File: config.mk
export PLATFORM = sky130hd
export DESIGN_NAME = circular_return_stack
export DESIGN_NICKNAME = d
export VERILOG_FILES = /design/src/core/rstack_pkg.sv /design/src/core/stack_store.sv /design/src/core/circular_return_stack.sv
export SDC_FILE = /design/constraint.sdc
export NUM_CORES = 1
export LEC_CHECK = 0
export BUFFER_PORTS_ARGS = -buffer_cell sky130_fd_sc_hd__buf_2
export CORE_MARGIN = 1.5
export CORE_UTILIZATION = 46
export CTS_CLUSTER_SIZE = 12
export DETAILED_ROUTE_END_ITERATION = 8
export SLEW_MARGIN = 10
export SYNTH_ARGS = -nofsm -noshare
export SYNTH_HDL_FRONTEND = slang
export SYNTH_SLANG_ARGS = --single-unit
File: constraint.sdc
create_clock -name mclk -period 3.7 [get_ports mclk]
set_clock_uncertainty 0.1 [all_clocks]
set_input_delay 0.185 -clock mclk [delete_from_list [all_inputs] [get_ports mclk]]
set_output_delay 0.185 -clock mclk [all_outputs]
set_load 0.01 [all_outputs]
File: src/core/rstack_pkg.sv
package rstack_pkg;

  // ----------------------------------------------------------------
  // sizes
  // ----------------------------------------------------------------
  localparam int unsigned DEPTH = 16;
  localparam int unsigned PTR_W = 4;
  localparam int unsigned PC_W  = 16;

  // ----------------------------------------------------------------
  // reset values and pointer landmarks
  // ----------------------------------------------------------------
  localparam logic [PTR_W-1:0] PTR_RESET   = 4'h0;
  localparam logic [PTR_W-1:0] PTR_TOP     = 4'hF;
  localparam logic [PTR_W-1:0] PTR_STEP    = 4'h1;
  localparam logic [PC_W-1:0]  ENTRY_RESET = 16'h0000;
  localparam logic [PC_W-1:0]  PC_RESET    = 16'h0000;
  localparam logic             FLAG_RESET  = 1'h1;

  // ----------------------------------------------------------------
  // sequencer requests
  // ----------------------------------------------------------------
  typedef enum logic [2:0] {
    OP_NONE       = 3'h0,
    OP_CALL       = 3'h1,
    OP_IRQ_VECTOR = 3'h2,
    OP_RETURN     = 3'h3,
    OP_RET_LIT    = 3'h4,
    OP_RET_IRQ    = 3'h5
  } stack_op_t;

  // stack space flag states, one-hot
  typedef enum logic [2:0] {
    SPACE_FREE   = 3'h1,
    SPACE_TOP    = 3'h2,
    SPACE_LOCKED = 3'h4
  } space_state_t;

  typedef struct packed {
    logic            valid;
    stack_op_t       op;
    logic [PC_W-1:0] pc;
  } stack_req_t;

  typedef struct packed {
    logic            valid;
    logic [PC_W-1:0] pc;
  } stack_rsp_t;

endpackage : rstack_pkg

File: src/core/stack_store.sv
module stack_store
(
  input  wire logic                         mclk,
  input  wire logic                         rst_b,
  input  wire logic                         wrEn,
  input  wire logic [rstack_pkg::PTR_W-1:0] wrIdx,
  input  wire logic [rstack_pkg::PC_W-1:0]  wrData,
  input  wire logic [rstack_pkg::PTR_W-1:0] rdIdx,
  output logic      [rstack_pkg::PC_W-1:0]  rdData
);

  // ----------------------------------------------------------------
  // entry flops, one process per entry
  // ----------------------------------------------------------------
  logic [rstack_pkg::PC_W-1:0] entry_q [rstack_pkg::DEPTH];

  genvar g;
  generate
    for (g = 0; g < rstack_pkg::DEPTH; g++)
    begin : gEntry
      // index cut to pointer width on purpose
      localparam logic [rstack_pkg::PTR_W-1:0] ENTRY_IDX = rstack_pkg::PTR_W'(g);
      wire hit = wrEn && (wrIdx == ENTRY_IDX);

      // oldest entry simply gets overwritten once the ring is full
      always_ff @(posedge mclk or negedge rst_b)
      begin
        if (!rst_b)
          entry_q[g] <= rstack_pkg::ENTRY_RESET;
        else if (hit)
          entry_q[g] <= wrData;
      end
    end
  endgenerate

  // ----------------------------------------------------------------
  // read port, indexed combinationally
  // ----------------------------------------------------------------
  assign rdData = entry_q[rdIdx];

endmodule : stack_store

File: src/core/circular_return_stack.sv
module circular_return_stack
(
  input  wire logic                   mclk,
  input  wire logic                   rst_b,
  input  wire rstack_pkg::stack_req_t req,
  output rstack_pkg::stack_rsp_t      rsp,
  output logic                        stackSpaceFlag
);

  // ----------------------------------------------------------------
  // request decoding
  // ----------------------------------------------------------------

  // call or interrupt vectoring saves the pc
  function automatic logic isPush(input rstack_pkg::stack_req_t r);
    isPush = r.valid && (r.op == rstack_pkg::OP_CALL ||
                         r.op == rstack_pkg::OP_IRQ_VECTOR);
  endfunction : isPush

  // all three return flavours restore the pc
  function automatic logic isPop(input rstack_pkg::stack_req_t r);
    isPop = r.valid && (r.op == rstack_pkg::OP_RETURN ||
                        r.op == rstack_pkg::OP_RET_LIT ||
                        r.op == rstack_pkg::OP_RET_IRQ);
  endfunction : isPop

  wire pushReq = isPush(req);
  wire popReq  = isPop(req);

  // ----------------------------------------------------------------
  // pointer
  // ----------------------------------------------------------------
  logic [rstack_pkg::PTR_W-1:0] ptr_q;
  logic [rstack_pkg::PTR_W-1:0] ptr_d;
  wire  [rstack_pkg::PTR_W-1:0] ptrInc = ptr_q + rstack_pkg::PTR_STEP;
  wire  [rstack_pkg::PTR_W-1:0] ptrDec = ptr_q - rstack_pkg::PTR_STEP;

  // 4-bit arithmetic wraps by itself, giving the ring
  assign ptr_d = pushReq ? ptrInc :
                 popReq  ? ptrDec :
                 ptr_q;

  // no software path reaches the pointer at all
  always_ff @(posedge mclk or negedge rst_b)
  begin
    if (!rst_b)
      ptr_q <= rstack_pkg::PTR_RESET;
    else
      ptr_q <= ptr_d;
  end

  // ----------------------------------------------------------------
  // storage
  // ----------------------------------------------------------------
  logic [rstack_pkg::PC_W-1:0] rdData;

  // write at the old pointer, read at the decremented one
  stack_store uStore
  (
    .mclk   (mclk),
    .rst_b  (rst_b),
    .wrEn   (pushReq),
    .wrIdx  (ptr_q),
    .wrData (req.pc),
    .rdIdx  (ptrDec),
    .rdData (rdData)
  );

  // ----------------------------------------------------------------
  // pop answer
  // ----------------------------------------------------------------
  // the answer feeds only the pc; the high latch has no path here
  always_ff @(posedge mclk or negedge rst_b)
  begin
    if (!rst_b)
    begin
      rsp.valid <= 1'h0;
      rsp.pc    <= rstack_pkg::PC_RESET;
    end
    else
    begin
      rsp.valid <= popReq;
      if (popReq)
        rsp.pc <= rdData;
    end
  end

  // ----------------------------------------------------------------
  // stack space flag state machine
  // ----------------------------------------------------------------
  rstack_pkg::space_state_t space_q;
  rstack_pkg::space_state_t space_d;

  wire wrapUp  = pushReq && (ptr_q == rstack_pkg::PTR_TOP);
  wire atTop_d = (ptr_d == rstack_pkg::PTR_TOP);

  // a pop from zero lands on top, so underflow reads as full
  always_comb
  begin
    space_d = space_q;
    case (space_q)
      rstack_pkg::SPACE_FREE,
      rstack_pkg::SPACE_TOP:
      begin
        if (wrapUp)
          space_d = rstack_pkg::SPACE_LOCKED;
        else if (atTop_d)
          space_d = rstack_pkg::SPACE_TOP;
        else
          space_d = rstack_pkg::SPACE_FREE;
      end
      rstack_pkg::SPACE_LOCKED:
        space_d = rstack_pkg::SPACE_LOCKED;
      default:
        space_d = rstack_pkg::SPACE_LOCKED;
    endcase
  end

  // only reset leaves the locked state
  always_ff @(posedge mclk or negedge rst_b)
  begin
    if (!rst_b)
      space_q <= rstack_pkg::SPACE_FREE;
    else
      space_q <= space_d;
  end

  // flag as a flop so it never glitches toward the core
  always_ff @(posedge mclk or negedge rst_b)
  begin
    if (!rst_b)
      stackSpaceFlag <= rstack_pkg::FLAG_RESET;
    else
      stackSpaceFlag <= (space_d == rstack_pkg::SPACE_FREE);
  end

  logic [rstack_pkg::PTR_W-1:0] ptrCk;
  assign ptrCk = ptr_q;
endmodule : circular_return_stack

Word-level counts from Yosys, hierarchy flattened
Cells that the tools add are included.
{"block": "word_totals", "ff_bits": 281, "in_bits": 22, "elab_cells": 80, "output_inout_bits": 18}
{"block": "classes", "reduce_logical": 23, "magnitude_cmp": 1, "muxes": 8, "add_sub_neg": 2, "bitwise_logic": 1, "n_eq_ne": 24}
{"cell": "16-bit binary-select mux with 4-bit select", "count": 1}
{"cell": "4-bit == test, second input constant", "count": 9}
{"cell": "16-bit two-way mux", "count": 2}
{"cell": "1-bit logical AND", "count": 18}
{"cell": "4-bit by 3-bit == test with 1-bit output, second input constant", "count": 4}
{"cell": "3-bit by 1-bit == test with 1-bit output, second input constant", "count": 3}
{"cell": "3-bit by 2-bit == test with 1-bit output, second input constant", "count": 3}
{"cell": "4-bit by 2-bit == test with 1-bit output, second input constant", "count": 2}
{"cell": "4-bit two-way mux", "count": 2}
{"cell": "3-bit == test, second input constant", "count": 2}
{"cell": "3-bit two-way mux", "count": 2}
{"cell": "5-bit greater-or-equal comparator, second input constant", "count": 1}
{"cell": "4-bit inverter with 5-bit output", "count": 1}
{"cell": "4-bit by 1-bit adder with 4-bit output, second input constant", "count": 1}
{"cell": "4-bit by 1-bit == test with 1-bit output, second input constant", "count": 1}
{"cell": "4-bit logical NOT", "count": 1}
{"cell": "4-bit by 1-bit subtractor with 4-bit output, second input constant", "count": 1}
{"cell": "1-bit logical OR", "count": 3}
{"cell": "2-bit two-way mux", "count": 1}
{"cell": "2-bit OR reduction", "count": 1}

Depth between registers and ports, before layout
Gate-level depths: netlist (run 1).
{"block": "logic_depth", "ltp_word": 11, "mapped_depth": 11, "mapped_depth_nobuf": 6}

Modules after synthesis
From an unflattened synthesis (run 1), not the netlist that was laid out.
{"block": "hier_totals", "cells_unflattened": 845, "hier_area_um2": 12896.1}
{"module": "stack_store", "seq_area_each_um2": 6406.1, "instances": 1, "area_per_inst_um2": 11623.6, "cells_per_inst": 710}
{"module": "circular_return_stack", "seq_area_each_um2": 628.1, "instances": 1, "area_per_inst_um2": 1272.5, "cells_per_inst": 135}

Worst setup path after synthesis (run 1)
Ideal clock, no wire load.
{"block": "synth_timing", "path_kind": "flip-flop to flip-flop", "start": "register ptr_q (netlist bit ptrCk[0])", "end": "register rsp[10] (netlist name)", "path_slack_ps": 577, "t_arrival_ps": 2890, "required_ps": 3467, "path_stages_with_launch": 12, "n_path_buf": 6, "path_cell_list": "dfrtp_1 -> clkbuf_1 -> buf_2 -> buf_2 -> inv_1 -> ha_1 -> clkbuf_1 -> buf_1 -> clkbuf_1 -> mux4_2 -> mux2i_1 -> o21ai_0"}
{"block": "synth_via", "elab_chain_len": 5}
{"item": "start: declaration", "line": "circular_return_stack.sv:33", "source": "logic [rstack_pkg::PTR_W-1:0] ptr_q;"}
{"item": "start signal: assignment", "line": "circular_return_stack.sv:47", "source": "ptr_q <= rstack_pkg::PTR_RESET;"}
{"item": "start signal: assignment", "line": "circular_return_stack.sv:49", "source": "ptr_q <= ptr_d;"}
{"item": "4-bit by 1-bit subtractor with 4-bit output", "line": "circular_return_stack.sv:36", "source": "wire [rstack_pkg::PTR_W-1:0] ptrDec = ptr_q - rstack_pkg::PTR_STEP;"}
{"item": "4-bit inverter with 5-bit output (not written as such)", "line": "stack_store.sv:39", "source": "assign rdData = entry_q[rdIdx];"}
{"item": "16-bit binary-select mux with 4-bit select", "line": "stack_store.sv:39"}
{"item": "16-bit two-way mux (not written as such) (2 in series)", "line": "stack_store.sv:39"}
{"item": "end: declaration", "line": "circular_return_stack.sv:6", "source": "output rstack_pkg::stack_rsp_t rsp,"}
Every way passes these cells. The select of a mux whose other input is x is not followed.
A chain may end at the register's enable or synchronous reset.

Worst setup path in the final report (run 1)
{"block": "layout_timing", "start": "register ptr_q (netlist bit ptrCk[2])", "end": "register uStore.entry_q[135] (netlist name)"}
{"block": "layout_via", "elab_chain_len": 2}
{"item": "4-bit by 3-bit == test with 1-bit output", "line": "stack_store.sv:23", "source": "wire hit = wrEn && (wrIdx == ENTRY_IDX);"}
{"item": "1-bit logical AND", "line": "stack_store.sv:23"}
{"item": "end signal: indexed assignment", "line": "stack_store.sv:29", "source": "entry_q[g] <= rstack_pkg::ENTRY_RESET;"}
{"item": "end signal: indexed assignment", "line": "stack_store.sv:31", "source": "entry_q[g] <= wrData;"}
{"item": "end: declaration", "line": "stack_store.sv:15", "source": "logic [rstack_pkg::PC_W-1:0] entry_q [rstack_pkg::DEPTH];"}
Every way passes these cells.

==> results by group, run 1 <==
Run status
  • Status: finished clean

CTS
  • CTS Sinks: 281
  • Post-cts sizing count: 0
  • Worst-path clk slew: 60 ps
  • Clock latency on the worst-skew pair: 550 ps
  • Clk buf depth: 3
  • Clock Tree Root: clkbuf_16
  • CTS Buf Count: 30
  • H-Tree Depth: 1
  • CTS tree: done
  • Post-CTS Setup Bufs: 0
  • Hold Buf Count CTS: 17

Routing
  • First drt pass iteration count: 4
  • Starting DRT DRC Count: 432
  • Post-route DRC violation count: 0
  • DR vias/cell: 5.784
  • Wire per inst: 24.41 um
  • Routed vias: 7,219
  • ANT nets after route: 0
  • Total wire length: 30,470 um

Pwr
  • Pwr dens: 804.0 mW/mm^2
  • Leakage: 0.006975 uW
  • Max IR drop VDD: 0.4488 mV

Worst setup path
  • Register-to-Register Path Depth: 4
  • Worst setup EP type: flip-flop
  • WP data arrival: 3050 ps
  • R2r startpoint: ptrCk[2]
  • Crit Path Class: flip-flop to flip-flop
  • Crit path required time: 4020 ps
  • R2R Path End: uStore.entry_q[135]
  • Worst-path fanout max: 16
  • CP startpoint kind: flip-flop
  • Worst reg-to-reg setup slack: 970 ps

Logic synthesis
  • Post-synthesis mux area share: 0.3599
  • Avg Cell Area, Syn: 16.08 um^2
  • Post-synth EDFFs: 0
  • Top_reg_cell synth: dfrtp_1
  • Mapped cell area: 0.01301 mm^2
  • Largest family of logic cells by synthesized area: multiplexers
  • Synth top area share: 0.5367
  • Adder-Cell Fraction of Synth Area: 0.004810
  • Simple-gate share of the synthesized area: 0.03126
  • YS warnings: 0
  • Complex-gate fraction of the synthesized area: 0.02934
  • Syn nets: 836
  • Synth area leader: dfrtp_1
  • Post-synthesis register bit count: 281
  • XOR/XNOR share of the synthesized area: 0.003367
  • Gate Count Post-Synth: 809
  • Area contributors post-synth: dfrtp_1 (54%), mux2_2 (20%), mux4_2 (11%)
  • Unique cell type count in the Yosys netlist: 47
  • Register area share after synthesis: 0.5408
  • Synth async-reset ratio: 1.000

STA
  • # setup viols final: 0
  • Final hold vios: 0
  • Max Fclk: 366.4 MHz
  • Fin Setup TNS: 0 ps
  • Slew at the pin with the worst max-slew slack: 936.3 ps
  • Period utilisation layout: 0.7376
  • RSZ-0062 raised after global routing: no
  • Worst slew margin: 0.3758
  • Tmin final: 2729 ps
  • Final Max Tran Viols: 0

Global route
  • Gr ovfl total: 0
  • Total GRT Usage: 0.2176
  • Vias in the first global route: 7,768
  • Initial antenna violation count: 0
  • Largest net degree at the start of global routing: 121
  • First-pass GRT wire length: 47,380 um

Min path
  • Hold Startpoint: req[18]
  • Hold endpoint: ptrCk[1]
  • Hold depth: 4
  • Hold crit path type: input port to flip-flop

Floorplan
  • Core Box Area: 0.02778 mm^2
  • Die area: 0.02930 mm^2
  • Starting Density: 0.4682
  • Row cnt: 61
  • Die height: 171.2 um
  • DIE WIDTH: 171.2 um
  • Io pins: 40

Job
  • Number of max-cap violations: 0

Placement
  • Placer Congestion: 0.8652
  • Final HPWL DP: 17,660 um
  • Buffers on Ports: 39

Finish
  • Fillers: 2,281
  • Final nets: 878
  • N_diodes: 0
  • Fraction of layout cells with a size suffix above 1: 0.5000
  • Most frequent cells in the layout: dfrtp_1 (278), mux2_2 (234), mux4_2 (64)
  • Most common cell after layout, fill and taps aside: dfrtp_1
  • Post-layout util: 0.5283
  • Synth-to-Final Area Change: 12.83%
[worst max-delay path: stages, from the launching register on]
cell and delay, ps:
dfrtp_1 760, inv_1 150, nor2_1 620, nand3_4 510, mux2_2 440
[cells in the mapped netlist (5+ instances only)]
| master | n |
|---|---|
| nor2_1 | 5 |
| mux2_1 | 12 |
| buf_6 | 13 |
| dfrtp_1 | 279 |
| ha_1 | 5 |
| mux2_4 | 10 |
| inv_1 | 7 |
| clkbuf_1 | 30 |
| mux4_2 | 64 |
| a2bb2oi_1 | 16 |
| mux2_2 | 234 |
| nand3_4 | 10 |
| mux2i_1 | 32 |
| o31a_1 | 5 |
| nand2b_1 | 5 |
| buf_2 | 17 |
| o21ai_0 | 19 |
[final cells by class]
| cell class | count | area (um^2) | area share |
|---|---|---|---|
| inverter | 7 | 26.28 | 0.001790 |
| timing repair buffer | 74 | 560.5 | 0.03819 |
| multi-input combinational | 457 | 5614 | 0.3825 |
| clock inverter | 7 | 60.06 | 0.004092 |
| sequential | 281 | 7038 | 0.4795 |
| clock buffer | 44 | 904.6 | 0.06164 |
| tap | 378 | 473.0 | 0.03223 |
[metrics by stage]
step | hold WS, ps | instances | area [um^2] | total power (uW) | setup slack (ps)
6_report | 64.98 | 1248 | 14680 | 11800 | 971.0
5_1_grt | 52.75 | 1248 | 14680 | 12440 | 817.5
4_1_cts | 24.64 | 1248 | 14680 | 11930 | 1002
3_5_place_dp | 236.9 | 1180 | 13540 | 8971 | 1039
3_3_place_gp | 221.0 | 1180 | 13540 | 8774 | 1050
2_1_floorplan | -210.6 | 809 | 13010 | 7788 | 577.0
[worst max path at each step]
| stage | startpoint | endpoint | slack (ps) | cells after the start |
|---|---|---|---|---|
| 2_1_floorplan | ptrCk[0] | rsp[10] | 580 | 11 |
| 3_3_place_gp | ptrCk[1] | rsp[15] | 1050 | 7 |
| 3_5_place_dp | ptrCk[1] | rsp[0] | 1040 | 7 |
| 4_1_cts | ptrCk[2] | uStore.entry_q[132] | 1000 | 4 |
| 5_1_grt | ptrCk[2] | uStore.entry_q[141] | 820 | 4 |
| 6_report | ptrCk[2] | uStore.entry_q[135] | 970 | 4 |
[report_power, final]
group	total (uW)	switching (uW)	leakage, uW	internal [uW]
registers	4710	598	0.00372	4110
clock network	2910	1170	0.000483	1740
logic	4180	1850	0.00277	2320
[sequential cells by signal, indices dropped and copies added, names as in the netlist]
register        flops
ptrCk               4
space_q             3
uStore.entry_q    256
stackSpaceFlag      1
rsp                17
[logic make-up after synthesis]
family / count (synthesis)
fa+ha+maj: 5
mux: 352
compound gates: 52
buf+inv: 71
simple gates: 43
xor+xnor: 5
flops: 281
[routing by layer]
layer  vias up  global-route usage  part of all wire
met1      3882              0.3143              0.46
met4         0             0.05454             0.022
met5         -                   0                 0
met2       158              0.3476              0.47
li1       3124                   -                 -
met3        55             0.03030             0.049
Note: power is estimated with default switching activity, not from simulation.
==> run 2: changes to the inputs <==
--- a/config.mk
+++ b/config.mk
@@ -5,6 +5,7 @@
 export SDC_FILE = /design/constraint.sdc
 export NUM_CORES = 1
 export LEC_CHECK = 0
+export ABC_AREA = 1
 export BUFFER_PORTS_ARGS = -buffer_cell sky130_fd_sc_hd__buf_2
 export CORE_MARGIN = 1.5
 export CORE_UTILIZATION = 46
==> constraint.sdc (replaced) <==
create_clock -name mclk -period 2.4 [get_ports mclk]
set_clock_uncertainty 0.1 [all_clocks]
set_input_delay 0.12 -clock mclk [delete_from_list [all_inputs] [get_ports mclk]]
set_output_delay 0.12 -clock mclk [all_outputs]
set_load 0.01 [all_outputs]
==> run 2 against run 1 <==
Final area down 0.65%. Clock power up 58%. Register-to-register slack worse by 760 ps. Critical path type unchanged. Critical endpoint is now rsp[1]. Highest routed layer unchanged.
==> results by group, run 2 <==
Floorplan
  • Starting Density: 0.4724
  • Row cnt: 60
  • Die height: 169.8 um
  • DIE WIDTH: 169.8 um
  • Io pins: 40
  • Die area: 0.02884 mm^2
  • Core Box Area: 0.02710 mm^2

Pwr
  • Pwr dens: 1349 mW/mm^2
  • Comb power frac: 0.371
  • Switching power: 7641 uW
  • Clk network pwr share: 0.234
  • Leakage: 0.006856 uW
  • Pint: 12,040 uW
  • Switching portion of total power: 0.3883
  • Share of power burned in registers: 0.395
  • Max IR drop VDD: 0.7669 mV

Finish
  • N_diodes: 0
  • Most flops, register: uStore.entry_q
  • Fillers: 2,599
  • Fraction of layout cells with a size suffix above 1: 0.09724
  • Final nets: 1,596
  • Multi-input logic area: 0.005129 mm^2
  • Most common cell after layout, fill and taps aside: o21ai_0
  • FF/Latch Area: 0.007038 mm^2
  • Synth-to-Final Area Change: 13.90%
  • Most frequent cells in the layout: o21ai_0 (355), nand2_1 (341), dfrtp_1 (278)
  • Fin area: 0.01458 mm^2
  • Max reg flops: 256

STA
  • Max Fclk: 456.4 MHz
  • Slew at the pin with the worst max-slew slack: 742.8 ps
  • Final hold vios: 0
  • Hold slack: 21.65 ps
  • Final Max Tran Viols: 0
  • Worst slew margin: 0.5048
  • RSZ-0062 raised after global routing: no
  • Period utilisation layout: 0.9130
  • Tmin final: 2191 ps
  • Setup WS post-layout: 208.8 ps
  • # setup viols final: 0
  • Fin Setup TNS: 0 ps

Worst setup path
  • Worst setup EP type: flip-flop
  • R2R Path End: rsp[1]
  • Register-to-Register Path Depth: 10
  • Worst Path Buf+Inv: 3
  • Worst-path fanout max: 29
  • WP data arrival: 2600 ps
  • R2r startpoint: ptrCk[0]
  • Cell Chain, Critical Path: clkinv_2 -> buf_4 -> nand2_1 -> nand2_1 -> nand2_2 -> inv_2 -> nand3_1 -> nand2_1 -> nand2_1 -> nand2_1
  • Crit Path Class: flip-flop to flip-flop
  • Max stage delay on crit path: 540 ps
  • CP most frequent cell: nand2_1
  • Delay-heaviest family, CP: buffers and inverters
  • Crit-path slowest cell: dfrtp_4
  • Worst reg-to-reg setup slack: 210 ps
  • Crit path required time: 2800 ps
  • CP startpoint kind: flip-flop

Logic synthesis
  • Synth area leader: dfrtp_1
  • Synth top cells by count: o21ai_0 (355), nand2_1 (341), dfrtp_1 (279)
  • Gate Count Post-Synth: 1,562
  • Avg Cell Area, Syn: 8.196 um^2
  • Post-synthesis register bit count: 281
  • Register area share after synthesis: 0.5495
  • Synth top area share: 0.5453
  • Top_reg_cell synth: dfrtp_1
  • Syn nets: 1,589
  • Post-synth EDFFs: 0
  • Synth async-reset ratio: 1.000
  • Mapped cell area: 0.01280 mm^2
  • Unique cell type count in the Yosys netlist: 27
  • Most numerous cell in the Yosys netlist: o21ai_0
  • Area contributors post-synth: dfrtp_1 (55%), o21ai_0 (14%), nand2_1 (10%)
  • YS warnings: 0

Placement
  • Pre-CTS setup slack: 124.4 ps
  • Final HPWL DP: 21,140 um
  • Buffers on Ports: 39
  • Area of placed instances: 0.01341 mm^2
  • Placer Congestion: 0.8064

CTS
  • H-Tree Depth: 1
  • CTS Sinks: 281
  • Clock Tree Root: clkbuf_16
  • Clock latency on the worst-skew pair: 570 ps
  • CTS tree: done
  • CTS Buf Count: 31
  • Clk buf depth: 3
  • Worst-path clk slew: 60 ps

Global route
  • Largest net degree at the start of global routing: 82
  • Gr ovfl total: 0
  • Vias in the first global route: 10,260
  • Total GRT Usage: 0.2633
  • Initial antenna violation count: 0
  • First-pass GRT wire length: 58,880 um

Min path
  • Hold crit path type: input port to asynchronous set/reset pin

Routing
  • Post-route DRC violation count: 0
  • Starting DRT DRC Count: 1,115
  • Total wire length: 36,960 um
  • ANT nets after route: 0
  • First drt pass iteration count: 6
  • Routed vias: 10,640
  • Wire per inst: 18.80 um
  • DR vias/cell: 5.410

Run status
  • Status: finished clean

Job
  • Number of max-cap violations: 0
==> run 2: cell count changes after synthesis, sizes merged, moves of 38 or more <==
| cell | previous run | this run |
|---|---|---|
| o21ai | 19 | 385 |
| nand2 | 1 | 345 |
| nor2 | 6 | 265 |
| mux2 | 256 | 0 |
| nand3 | 13 | 106 |
| mux4 | 64 | 0 |
| clkbuf | 30 | 68 |
==> run 2: per-stage QoR <==
stage | cells | utilization | power [uW]
after floorplan | 1562 | - | 12630
after global placement | 1892 | 0.4948 | 14870
after detailed placement | 1892 | 0.4948 | 15010
after CTS | 1963 | 0.5359 | 19680
after global routing | 1966 | 0.5380 | 21270
final | 1966 | 0.5380 | 19680
==> run 2: how the worst max path moves through the flow <==
stage	slack, ps	startpoint	depth (start not counted)	endpoint
floorplan	80	ptrCk[0]	15	rsp[0]
global placement	180	ptrCk[0]	11	rsp[10]
detailed placement	120	ptrCk[0]	5	uStore.entry_q[92]
CTS	110	ptrCk[0]	5	uStore.entry_q[83]
global route	60	ptrCk[0]	10	rsp[12]
finish	210	ptrCk[0]	10	rsp[1]
==> run 2: layout make-up <==
type                       count  share of cell area
clock buffer                  47             0.06144
inverter                      32            0.008323
clock inverter                11            0.005921
sequential                   281              0.4827
multi-input combinational   1128              0.3517
timing repair buffer          95             0.05801
tap                          372             0.03192
==> run 2: power groups by stage <==
stage	registers (uW)	logic [uW]	clock network [uW]
finish	7760	7310	4610
global route	7990	8390	4890
CTS	7730	7280	4680
detailed placement	7780	7220	0
global placement	7760	7110	0
floorplan	7520	5110	0
==> run 2: timing repair <==
item / in CTS / in global routing
hold buffers: 13 / 0
endpoints found under the hold margin: 344 / 0
setup endpoints to repair: 0 / 30
gates resized for setup: 0 / 4
setup buffers: 0 / 2
==> run 2: cell families (layout without fill, tap and decap cells) <==
family                     count (synthesis)  in the layout  share of synthesized area
DFF                                      281            281                     0.5495
buffers and inverters                    154            185                    0.05356
xor gates and xnor gates                   1              1                  0.0006843
and+or+nand+nor                          733            734                     0.2394
adders and majority gates                  5              5                   0.004887
AOI/OAI and AO/OA                        388            388                     0.1520
==> run 2: worst register-to-register path, delay by kind of cell (launching register included) <==
family / cells / cell delay (ps)
buf+inv: 3 / 800
flops: 1 / 540
simple gates: 7 / 700
==> run 2: layer usage <==
| layer | up-vias | wire length, um | GRT usage |
|---|---|---|---|
| met5 | - | 0 | 0 |
| met4 | 0 | 1119 | 0.08042 |
| met3 | 63 | 1841 | 0.03093 |
| met2 | 272 | 16730 | 0.4186 |
| met1 | 5168 | 17270 | 0.3784 |
| li1 | 5133 | - | - |
==> run 3: changes to the inputs <==
==> constraint.sdc (replaced) <==
create_clock -name mclk -period 2.2 [get_ports mclk]
set_clock_uncertainty 0.1 [all_clocks]
set_input_delay 0.11 -clock mclk [delete_from_list [all_inputs] [get_ports mclk]]
set_output_delay 0.11 -clock mclk [all_outputs]
set_load 0.01 [all_outputs]
==> run 3 against run 2 <==
The run now ends with hold timing left. Global-route usage is 1.1 points higher. Largest cell class unchanged. Critical endpoint is now uStore.entry_q[96]. Highest routed layer unchanged. Maximum frequency is 1.3% higher. Largest power group unchanged. Non-clock buffer count is 4 higher. Core utilization is 0.52 points higher. Critical path depth is 6 lower.
==> results by group, run 3 (synthesis gave the netlist of run 2 again) <==
CTS
  • Clock Tree Root: clkbuf_16
  • Clock latency on the worst-skew pair: 550 ps
  • CTS Buf Count: 30
  • H-Tree Depth: 1
  • CTS Sinks: 281
  • Worst-path clk slew: 60 ps
  • Clk buf depth: 3
  • CTS tree: done

Placement
  • Placer Congestion: 0.8088
  • Buffers on Ports: 39
  • Final HPWL DP: 21,780 um
  • Pre-CTS setup slack: -62.23 ps
  • Placed Cells: 1,897

STA
  • Period utilisation layout: 0.9831
  • Final Max Tran Viols: 0
  • Tmin final: 2163 ps
  • # setup viols final: 0
  • Final hold vios: 6
  • Hold slack: -13.51 ps
  • Fin Setup TNS: 0 ps
  • Worst slew margin: 0.5500
  • Setup WS post-layout: 37.16 ps
  • Max Fclk: 462.4 MHz
  • RSZ-0062 raised after global routing: yes
  • Slew at the pin with the worst max-slew slack: 675.1 ps

Finish
  • Multi-input logic area: 0.005147 mm^2
  • Synth-to-Final Area Change: 14.99%
  • Most common cell after layout, fill and taps aside: o21ai_0
  • N_diodes: 0
  • Max reg flops: 256
  • Most flops, register: uStore.entry_q
  • Fillers: 2,594
  • Final nets: 1,600
  • Post-route insts no fill: 1,967
  • FF/Latch Area: 0.007038 mm^2
  • Most frequent cells in the layout: o21ai_0 (342), nand2_1 (340), dfrtp_1 (278)
  • Fraction of layout cells with a size suffix above 1: 0.1009

Floorplan
  • Die area: 0.02884 mm^2
  • Die height: 169.8 um
  • Core Box Area: 0.02710 mm^2
  • Io pins: 40
  • Row cnt: 60
  • DIE WIDTH: 169.8 um
  • Starting Density: 0.4724

Routing
  • ANT nets after route: 0
  • Wire per inst: 19.46 um
  • Total wire length: 38,290 um
  • DR vias/cell: 5.538
  • Post-route DRC violation count: 0
  • First drt pass iteration count: 5
  • Starting DRT DRC Count: 1,131
  • Routed vias: 10,890

Global route
  • Initial antenna violation count: 1
  • Total GRT Usage: 0.2739
  • Largest net degree at the start of global routing: 71
  • Vias in the first global route: 10,270
  • Gr ovfl total: 0
  • First-pass GRT wire length: 60,290 um

Worst setup path
  • CP startpoint: ptrCk[0]
  • Worst-path fanout max: 64
  • WP data arrival: 2510 ps
  • R2r startpoint: ptrCk[0]
  • Crit path required time: 2550 ps
  • Crit Path Class: flip-flop to flip-flop
  • CP startpoint kind: flip-flop
  • Worst setup EP type: flip-flop

Run status
  • Status: complete, but fails checks
  • Failing checks: hold timing

Pwr
  • Max IR drop VDD: 0.6841 mV
  • Pwr dens: 1487 mW/mm^2
  • Leakage: 0.006908 uW

Min path
  • Hold crit path type: input port to asynchronous set/reset pin

Job
  • Number of max-cap violations: 0
## run 3: layer usage
metal  track usage  up-vias  routed length [um]
met5             0        -                   0
met4       0.06426        0                 764
met3       0.03907       55                2640
met2        0.4421      378               17640
met1        0.3912     5310               17250
li1              -     5150                   -
## run 3: metrics by stage
step           utilization  total power, uW  cell area [um^2]
2_1_floorplan            -            13830             12820
3_3_place_gp        0.4976            16470             13490
3_5_place_dp        0.4976            16630             13490
4_1_cts             0.5416            21900             14680
5_1_grt             0.5432            23570             14720
6_report            0.5432            21890             14720
## run 3: area by class of cell
class | count | share of cell area
clock inverter | 4 | 0.003060
tap | 372 | 0.03162
timing repair buffer | 99 | 0.06417
clock buffer | 50 | 0.06502
inverter | 32 | 0.008414
sequential | 281 | 0.4781
multi-input combinational | 1129 | 0.3497
## run 3: critical path, cell delays in order (launching register included)
cell and delay, ps:
dfrtp_4 440, buf_16 280, ha_2 320, nand4_4 530
o21ai_0 370
## run 3: final timing paths
| path | to | slack (ps) | cells past startpoint |
|---|---|---|---|
| min | space_q[2] | -10 | 2 |
| max in group asynchronous | uStore.entry_q[214] | 1280 | 3 |
| max reg2reg | uStore.entry_q[96] | 40 | 4 |
| min in group mclk | uStore.entry_q[37] | 10 | 3 |
| max | uStore.entry_q[96] | 40 | 4 |
| min reg2reg | rsp[5] | 370 | 2 |
## run 3: power by group
| part | internal (uW) | switching, uW | total [uW] |
|---|---|---|---|
| clock | 3050 | 2000 | 5050 |
| sequential | 7280 | 1210 | 8490 |
| combinational | 3150 | 5200 | 8350 |
## run 3: what timing repair did
item	4_1_cts	5_1_grt
pin swaps	2	4
hold buffers	13	0
buffers inserted	0	1
gates cloned	2	0
hold endpoints to repair	374	0
setup endpoints to repair	30	83
gates resized for setup	12	14
